==> src/jtdr_pkg.sv <==
// Constants, state codes and carrier types for the test-port data registers.
// Assumes one sampling clock well above the test clock rate.
package jtdr_pkg;

  // ------------------------------------------------------------
  // Widths
  // ------------------------------------------------------------
  localparam int IR_W = 3;
  localparam int ID_W = 32;
  localparam int BSR_W = 127;
  localparam int PAD_W = 126;

  // ------------------------------------------------------------
  // Instruction codes
  // ------------------------------------------------------------
  localparam logic [2:0] IR_EXTEST = 3'h0;
  localparam logic [2:0] IR_IDCODE = 3'h1;
  localparam logic [2:0] IR_SAMPZ = 3'h2;
  localparam logic [2:0] IR_SAMPLE = 3'h4;
  localparam logic [2:0] IR_BYPASS = 3'h7;
  localparam logic [2:0] IR_RST = IR_IDCODE;

  // ------------------------------------------------------------
  // Identification word layout and fixed values
  // ------------------------------------------------------------
  localparam int ID_PART_LSB = 12;
  localparam int ID_MAKER_LSB = 1;
  localparam int ID_START_POS = 0;
  localparam logic ID_START = 1'b1;
  // Arbitrary neutral values
  localparam logic [19:0] ID_PART_DEF = 20'h00A5C;
  localparam logic [10:0] ID_MAKER_DEF = 11'h2B4;

  // ------------------------------------------------------------
  // Capture and reset values
  // ------------------------------------------------------------
  localparam logic BYP_CAP = 1'b0;
  localparam logic INT_CELL_CAP = 1'b1;
  localparam int INT_CELL_POS = 126;
  localparam logic [BSR_W-1:0] BSR_RST = '0;

  // ------------------------------------------------------------
  // Test access controller states
  // ------------------------------------------------------------
  typedef enum logic [3:0] {
    TLR = 4'h0, RTI = 4'h1, SEL_DR = 4'h2, CAP_DR = 4'h3,
    SHF_DR = 4'h4, EX1_DR = 4'h5, PAU_DR = 4'h6, EX2_DR = 4'h7,
    UPD_DR = 4'h8, SEL_IR = 4'h9, CAP_IR = 4'hA, SHF_IR = 4'hB,
    EX1_IR = 4'hC, PAU_IR = 4'hD, EX2_IR = 4'hE, UPD_IR = 4'hF
  } jtdr_tap_t;

  // ------------------------------------------------------------
  // Carriers
  // ------------------------------------------------------------
  typedef struct packed {
    logic tck;
    logic tms;
    logic tdi;
  } jtdr_pin_t;

  typedef struct packed {
    logic pad_sel;
    logic dq_hiz;
    logic odt_off;
  } jtdr_ctl_t;

endpackage

==> src/jtdr_data_regs.sv <==
// Boundary-scan data registers with their test access controller.
// Assumes test pins arrive asynchronously and the test clock is slow
// against ref_clk_i, at least four sampling clocks per phase.
`timescale 1ns/1ps
module jtdr_data_regs #(
  parameter logic [19:0] PART_ID = jtdr_pkg::ID_PART_DEF,
  parameter logic [10:0] MAKER_ID = jtdr_pkg::ID_MAKER_DEF,
  parameter logic [125:0] NC_MASK = '0
) (
  input wire logic ref_clk_i,
  input wire logic srst_i,
  input wire jtdr_pkg::jtdr_pin_t pin_i,
  input wire logic [125:0] pad_level_i,
  output logic tdo_o,
  output logic tdo_oe_o,
  output logic [125:0] pad_drive_o,
  output jtdr_pkg::jtdr_ctl_t ctl_o
);

  // ------------------------------------------------------------
  // State
  // ------------------------------------------------------------
  typedef struct packed {
    jtdr_pkg::jtdr_pin_t pin_m;
    jtdr_pkg::jtdr_pin_t pin_s;
    logic tck_d;
    logic [125:0] pad_m;
    logic [125:0] pad_s;
    jtdr_pkg::jtdr_tap_t tap;
    logic [2:0] ir_sh;
    logic [2:0] ir;
    logic byp;
    logic [31:0] id_sh;
    logic [126:0] bsr;
    logic [126:0] upd;
    logic tdo;
    logic tdo_oe;
  } jtdr_state_t;

  jtdr_state_t r;
  jtdr_state_t r_nxt;

  localparam logic [31:0] ID_WORD = {PART_ID, MAKER_ID, jtdr_pkg::ID_START};

  logic rise;
  logic fall;
  logic sel_bsr;
  logic sel_id;
  logic sel_byp;
  logic is_extest;
  logic is_sampz;

  // ------------------------------------------------------------
  // Controller next state
  // ------------------------------------------------------------
  function automatic jtdr_pkg::jtdr_tap_t tap_next(
    input jtdr_pkg::jtdr_tap_t s, input logic tms);
    jtdr_pkg::jtdr_tap_t n;
    n = s;
    case (s)
      jtdr_pkg::TLR: n = tms ? jtdr_pkg::TLR : jtdr_pkg::RTI;
      jtdr_pkg::RTI: n = tms ? jtdr_pkg::SEL_DR : jtdr_pkg::RTI;
      jtdr_pkg::SEL_DR: n = tms ? jtdr_pkg::SEL_IR : jtdr_pkg::CAP_DR;
      jtdr_pkg::CAP_DR: n = tms ? jtdr_pkg::EX1_DR : jtdr_pkg::SHF_DR;
      jtdr_pkg::SHF_DR: n = tms ? jtdr_pkg::EX1_DR : jtdr_pkg::SHF_DR;
      jtdr_pkg::EX1_DR: n = tms ? jtdr_pkg::UPD_DR : jtdr_pkg::PAU_DR;
      jtdr_pkg::PAU_DR: n = tms ? jtdr_pkg::EX2_DR : jtdr_pkg::PAU_DR;
      jtdr_pkg::EX2_DR: n = tms ? jtdr_pkg::UPD_DR : jtdr_pkg::SHF_DR;
      jtdr_pkg::UPD_DR: n = tms ? jtdr_pkg::SEL_DR : jtdr_pkg::RTI;
      jtdr_pkg::SEL_IR: n = tms ? jtdr_pkg::TLR : jtdr_pkg::CAP_IR;
      jtdr_pkg::CAP_IR: n = tms ? jtdr_pkg::EX1_IR : jtdr_pkg::SHF_IR;
      jtdr_pkg::SHF_IR: n = tms ? jtdr_pkg::EX1_IR : jtdr_pkg::SHF_IR;
      jtdr_pkg::EX1_IR: n = tms ? jtdr_pkg::UPD_IR : jtdr_pkg::PAU_IR;
      jtdr_pkg::PAU_IR: n = tms ? jtdr_pkg::EX2_IR : jtdr_pkg::PAU_IR;
      jtdr_pkg::EX2_IR: n = tms ? jtdr_pkg::UPD_IR : jtdr_pkg::SHF_IR;
      jtdr_pkg::UPD_IR: n = tms ? jtdr_pkg::SEL_DR : jtdr_pkg::RTI;
      default: n = jtdr_pkg::TLR;
    endcase
    return n;
  endfunction

  // ------------------------------------------------------------
  // Decode
  // ------------------------------------------------------------
  // Edges seen on the second sync stage only
  assign rise = r.pin_s.tck & ~r.tck_d;
  assign fall = ~r.pin_s.tck & r.tck_d;
  assign is_extest = (r.ir == jtdr_pkg::IR_EXTEST);
  assign is_sampz = (r.ir == jtdr_pkg::IR_SAMPZ);
  assign sel_id = (r.ir == jtdr_pkg::IR_IDCODE);
  assign sel_bsr = is_extest | is_sampz | (r.ir == jtdr_pkg::IR_SAMPLE);
  // Reserved codes fall back to the shortest path
  assign sel_byp = ~sel_id & ~sel_bsr;

  // ------------------------------------------------------------
  // Next value
  // ------------------------------------------------------------
  always_comb begin
    r_nxt = r;
    r_nxt.pin_m = pin_i;
    r_nxt.pin_s = r.pin_m;
    r_nxt.tck_d = r.pin_s.tck;
    r_nxt.pad_m = pad_level_i;
    r_nxt.pad_s = r.pad_m;
    if (rise) begin
      case (r.tap)
        jtdr_pkg::CAP_DR: begin
          if (sel_byp) begin
            r_nxt.byp = jtdr_pkg::BYP_CAP;
          end else if (sel_id) begin
            r_nxt.id_sh = ID_WORD;
          end else begin
            r_nxt.bsr = {jtdr_pkg::INT_CELL_CAP, r.pad_s & ~NC_MASK};
          end
        end
        jtdr_pkg::SHF_DR: begin
          if (sel_byp) begin
            r_nxt.byp = r.pin_s.tdi;
          end else if (sel_id) begin
            r_nxt.id_sh = {r.pin_s.tdi, r.id_sh[31:1]};
          end else begin
            r_nxt.bsr = {r.pin_s.tdi, r.bsr[126:1]};
          end
        end
        jtdr_pkg::CAP_IR: r_nxt.ir_sh = jtdr_pkg::IR_RST;
        jtdr_pkg::SHF_IR: r_nxt.ir_sh = {r.pin_s.tdi, r.ir_sh[2:1]};
        default: r_nxt.ir_sh = r.ir_sh;
      endcase
      r_nxt.tap = tap_next(r.tap, r.pin_s.tms);
    end
    if (fall) begin
      case (r.tap)
        jtdr_pkg::UPD_IR: r_nxt.ir = r.ir_sh;
        // Pad drive values move only here, never during shifting
        jtdr_pkg::UPD_DR: begin
          if (sel_bsr) begin
            r_nxt.upd = r.bsr;
          end
        end
        jtdr_pkg::TLR: r_nxt.ir = jtdr_pkg::IR_RST;
        default: r_nxt.ir = r.ir;
      endcase
      r_nxt.tdo_oe = (r.tap == jtdr_pkg::SHF_DR) |
                     (r.tap == jtdr_pkg::SHF_IR);
      if (r.tap == jtdr_pkg::SHF_IR) begin
        r_nxt.tdo = r.ir_sh[0];
      end else if (sel_byp) begin
        r_nxt.tdo = r.byp;
      end else if (sel_id) begin
        r_nxt.tdo = r.id_sh[0];
      end else begin
        r_nxt.tdo = r.bsr[0];
      end
    end
  end

  always_ff @(posedge ref_clk_i) begin
    if (srst_i) begin
      r <= '0;
      r.tap <= jtdr_pkg::TLR;
      r.ir <= jtdr_pkg::IR_RST;
      r.ir_sh <= jtdr_pkg::IR_RST;
      r.bsr <= jtdr_pkg::BSR_RST;
      r.upd <= jtdr_pkg::BSR_RST;
    end else begin
      r <= r_nxt;
    end
  end

  // ------------------------------------------------------------
  // Outputs
  // ------------------------------------------------------------
  assign tdo_o = r.tdo;
  assign tdo_oe_o = r.tdo_oe;
  assign pad_drive_o = r.upd[125:0];
  assign ctl_o.pad_sel = is_extest;
  // Cell 127 gates data drivers; high-Z sample floats them
  assign ctl_o.dq_hiz = is_sampz |
    (is_extest & ~r.upd[jtdr_pkg::INT_CELL_POS]);
  assign ctl_o.odt_off = is_extest | is_sampz;
endmodule

==> config.mk <==
export PLATFORM = sky130hd
export DESIGN_NAME = jtdr_data_regs
export DESIGN_NICKNAME = d
export VERILOG_FILES = /design/src/jtdr_pkg.sv /design/src/jtdr_data_regs.sv
export SDC_FILE = /design/constraint.sdc
export NUM_CORES = 1
export LEC_CHECK = 0
export BUFFER_PORTS_ARGS = -buffer_cell sky130_fd_sc_hd__buf_2
export CAP_MARGIN = 20
export CORE_MARGIN = 2
export CORE_UTILIZATION = 40
export CTS_BUF_LIST = sky130_fd_sc_hd__clkbuf_16
export DETAILED_ROUTE_END_ITERATION = 8
export RECOVER_POWER = 25
export SKIP_CTS_REPAIR_TIMING = 1
export SLEW_MARGIN = 40
export SYNTH_ARGS = -nofsm -noshare
export SYNTH_HDL_FRONTEND = slang
export SYNTH_SLANG_ARGS = --single-unit
==> constraint.sdc <==
create_clock -name ref_clk_i -period 2.75 [get_ports ref_clk_i]
set_input_delay 0.55 -clock ref_clk_i [delete_from_list [all_inputs] [get_ports ref_clk_i]]
set_output_delay 0.55 -clock ref_clk_i [all_outputs]
set_load 0.01 [all_outputs]
# [After elaboration in Yosys (flattened, before gate mapping)]
# Index checks and enable logic that the tools add are counted.
[classes] n_eq_ne=26 n_mux=27 bitwise_logic=13 reduce_logical=14
[op_table] cell="160-bit case mux with 2 select lines" count=1
[op_table] cell="159-bit 2-to-1 mux" count=2
[op_table] cell="127-bit 2-to-1 mux" count=2
[op_table] cell="32-bit 2-to-1 mux" count=2
[op_table] cell="4-bit case mux with 12 select lines" count=1
[op_table] cell="4-bit equality test (second input constant)" count=8
[op_table] cell="4-bit by 3-bit equality test with 1-bit output (second input constant)" count=4
[op_table] cell="4-bit 2-to-1 mux" count=4
[op_table] cell="2-bit != test (second input constant)" count=8
[op_table] cell="3-bit case mux with 2 select lines" count=2
[op_table] cell="6-bit AND reduction" count=2
[op_table] cell="4-bit by 2-bit equality test with 1-bit output (second input constant)" count=2
[op_table] cell="1-bit 2-to-1 mux" count=8
[op_table] cell="2-bit 2-to-1 mux" count=3
[op_table] cell="3-bit 2-to-1 mux" count=2
[op_table] cell="2-bit nonzero test" count=3
[op_table] cell="1-bit NOT" count=5
[op_table] cell="1-bit AND" count=4
[op_table] cell="4-bit by 1-bit equality test with 1-bit output (second input constant)" count=1
[op_table] cell="4-bit logical NOT" count=1
[op_table] cell="1-bit OR" count=4
[op_table] cell="2-bit AND reduction" count=2
[op_table] cell="4-bit AND reduction" count=1
[op_table] cell="2-bit OR reduction" count=2
[op_table] cell="6 further kinds" count=6
[word_totals] reg_bits=558 input_bits=131 out_inout_bits=131

# [Depth between registers and ports, before layout]
[depth] ltp_word=7 mapped_depth=8

# [Least setup slack after synthesis]
# Ideal clock, no wire load.
[synth_timing] path_kind="register to register" startpoint="reg r[297] in the netlist's numbering" endpoint="reg r[236] in the netlist's numbering" setup_time_ns=0.145 t_arrival_ns=1.752 setup_slack_ns=0.852 stages_incl_launch_ff=8 period_less_slack_ns=1.898 cell_sequence="dfxtp_1 -> buf_2 -> or3b_4 -> a2111oi_4 -> buf_4 -> buf_4 -> buf_4 -> a311oi_2"
[synth_via] elab_chain_len=3
[synth_lines] item="from (decl)" line="jtdr_data_regs.sv:40" rtl="jtdr_state_t r;"
[synth_lines] item="from (signal assigned)" line="jtdr_data_regs.sv:166" rtl="r <= r_nxt;"
[synth_lines] item="4-bit by 2-bit equality test with 1-bit output or 4-bit by 3-bit equality test with 1-bit output (tied branches)" line="jtdr_data_regs.sv:106" rtl="case (r.tap)"
[synth_lines] item="2-bit != test (no source line) or 2-bit nonzero test (tied branches)"
[synth_lines] item="6-bit AND reduction (no source line)"
# Several ways; a longest one is shown, not always the timed one.
# A chain may end at the register's enable or synchronous reset.

# [Worst setup path after layout]
[layout_timing] startpoint="in srst_i" endpoint="reg r[468] in the netlist's numbering"
[layout_lines] item="from (decl)" line="jtdr_data_regs.sv:11" rtl="input wire logic srst_i,"
# No word-level cell between the ends.

==> impl_metrics.tcl <==
set metrics [dict create \
    worstPathArrival_ps 2830 \
    nNetsFinal 2382 \
    period_share_pct 88.83 \
    syn2layout_area_growth_pct 13.33 \
    drv_slew 0 \
    place_hpwl_um 25930 \
    outcome "finished clean" \
    netlist_top_cells_area "dfxtp_1 57%, nand2_1 10%, nor2b_1 8.3%, buf_4 5.4%, a311oi_1 5.2%" \
    ant_nets 0 \
    required_ps 3130 \
    synth_edf_count 0 \
    wirelength_um 40960 \
    dieHeight_um 226.0 \
    max_stage_delay_ps 1200 \
    yosysSeqAreaShare_pct 56.65 \
    gp_congestion 0.7714 \
    path_class "input port to register" \
    drt_pass1_iterations 5 \
    num-fill-cells 4796 \
    cts_tree "done" \
    ir_worst_vdd_mv 0.4624 \
    place_area_um2 20680 \
    grt_overflow_total 0 \
    avgViaCountPerCell 4.765 \
    syn-num-nets 2321 \
    fin_crit_ps 2443 \
    max-cap-violations 0 \
    avgSynthCellArea_um2 9.004 \
    grt_setup_unrepaired "no" \
    max_freq_mhz 409.3 \
    io_buffers 261 \
    antenna_found_initial 0 \
    ys_types 44 \
    rr_worst_depth 6 \
    reg2reg_slack_ps 310 \
    grt_pass1_vias 13320 \
    cts_root_buffer "clkbuf_16" \
    fin_setup_tns_ps 0 \
    grt_pass1_wl_um 66010 \
    end_kind "register" \
    crit_start "srst_i" \
    crit_family "buffers and inverters" \
    async_flop_share_pct 0 \
    r2r-end "r[156]" \
    cts_inserted_buffers 58 \
    ys.flop_type "dfxtp_1" \
    die_width_um 226.0 \
    setup.worst_path.start_class "input port" \
    worst_r2r_startpoint "r[296]" \
    pin_count 262 \
    relSlewSlack_pct 6.660 \
    leakage_uw 0.008204 \
    netlist_instances 2190 \
    worstMarginPinSlew_ps 1400 \
    final_layout_size_suffix_gt1_share_pct 16.51 \
    htreeDepth 2 \
    rows 81 \
    final_hold_viol_count 0 \
    wl_per_cell_um 13.84 \
    num_vias 14100 \
    grt_max_degree 113 \
    dieArea_um2 51090 \
    cts_buffer_depth 3 \
    cp_slowest_cell "buf_2" \
    grt_use_total_pct 15.65 \
    cp-endpoint "r[468]" \
    cts_sinks 558 \
    worstPathCellList "clkbuf_2, buf_2, nor2b_1" \
    core_area_um2 48850 \
    design_area_um2 22350 \
    skew_ps 28.57 \
    drc 0 \
    clkTransAtPathRegs_ps 60 \
    diodes 0 \
    path_max_fanout 81 \
    setup_viol 0 \
    start_util_pct 40.37 \
    netlist_area_um2 19720 \
    power_density_nw_per_um2 718.1 \
    ys_ff_latch 558 \
    worst-path-stages 3 \
    path_buf_inv 2 \
    hp-class "input port to register" \
    netlist.top_cell.by_area "dfxtp_1" \
    synth_warnings 0 \
    clk_latency_ps 610 \
    drt_iter0_markers 867 \
    synth.top_cell.area_share_pct 56.65 \
]
==> worst reg2reg max path: cells and delay by family, from the launching register on <==
family / cells / cell delay [ps]
buf+inv: 2 / 480
compound gates: 2 / 740
simple gates: 2 / 470
flops: 1 / 650
==> cell usage after synthesis (2+ instances only) <==
master    number
dfxtp_1      558
nand2_1      532
nor2b_1      262
a21oi_1      156
nor2_1       151
buf_4        142
clkbuf_1     123
a311oi_1     116
nor3_1        30
nand3_1       25
buf_2         21
a311oi_2      10
nand2b_1       7
inv_1          5
a211oi_1       4
buf_1          4
nand3b_1       4
buf_6          3
nand4_1        3
nor3b_1        3
o211ai_1       3
a21o_1         2
a221oi_1       2
a31oi_1        2
o21ai_0        2
o21bai_1       2
==> kinds of logic after synthesis <==
kind of cell,synth area share [%]
buf+inv,8.623
flops,56.65
compound gates,10.96
mux,0.05076
xor+xnor,0.08885
simple gates,23.57
fa+ha+maj,0.05076
==> how the worst min path moves through the flow <==
stage	from	slack, ps	endpoint	cells past startpoint
global placement	r[456]	420	r[330]	1
detailed placement	r[527]	420	r[401]	1
CTS	pad_level_i[14]	110	r[439]	2
floorplan	r[425]	410	r[299]	1
finish	pad_level_i[14]	150	r[439]	2
global route	pad_level_i[13]	130	r[438]	2
==> per-layer routing <==
metal,global-route usage (%),share of wire (%),vias up
li1,-,-,7145
met1,20.94,47,6599
met2,25.25,46,289
met3,3.227,5.0,67
met4,5.093,2.1,0
met5,0,0,-
==> registers in the layout (all words and copies together) (netlist names) <==
signal	cells
pad_drive_o	126
tdo_oe_o	1
r	430
tdo_o	1
==> cell type report <==
class | instances | area, um2 | area share (%)
multi-input cells | 1334 | 6869 | 30.74
inverters | 5 | 18.77 | 0.08398
flip-flops and latches | 558 | 11170 | 49.99
clock inverters | 46 | 336.6 | 1.506
repair buffers | 294 | 1670 | 7.474
well taps | 664 | 830.8 | 3.718
clock buffers | 58 | 1451 | 6.495
==> through the flow <==
| step | total power (uW) | worst slack (ps) | hold WS [ps] | utilization (%) | cells |
|---|---|---|---|---|---|
| after global routing | 16640 | 105.6 | 126.0 | 45.75 | 2959 |
| after global placement | 8919 | 488.7 | 416.1 | 42.33 | 2855 |
| after CTS | 16320 | 354.9 | 110.0 | 45.99 | 2959 |
| after floorplan | 8735 | 852.3 | 413.8 | - | 2190 |
| final | 16050 | 307.1 | 151.8 | 45.75 | 2959 |
| after detailed placement | 8924 | 380.7 | 420.4 | 42.33 | 2855 |
==> cell usage in the layout (no fill, tap or decap), types with 2 or more instances in the layout <==
cell type and n:
dfxtp_1 558, nand2_1 532, nor2b_1 262, buf_2 261, a21oi_1 156, nor2_1 151
a311oi_1 116, clkbuf_16 58, nor3_1 30, nand3_1 25, inv_1 17, clkinv_1 14
buf_12 13, a311oi_2 10, clkinv_2 10, clkbuf_1 9, nand2b_1 7, buf_4 6
clkbuf_2 5, nand3b_1 4, a211oi_1 4, bufinv_16 4, nand4_1 3, o211ai_1 3
nor3b_1 3, a31oi_1 2, o21ai_0 2, a221oi_1 2, o21bai_1 2, a21o_1 2
a2111oi_4 2, clkinvlp_4 2, clkinv_4 2
==> where the power goes <==
part / internal, uW / switching (uW) / total [uW]
logic: 186 / 227 / 413
registers: 8260 / 42.4 / 8310
clock network: 4190 / 3140 / 7330
total: 12600 / 3400 / 16000
(Power assumes the default switching activity.)
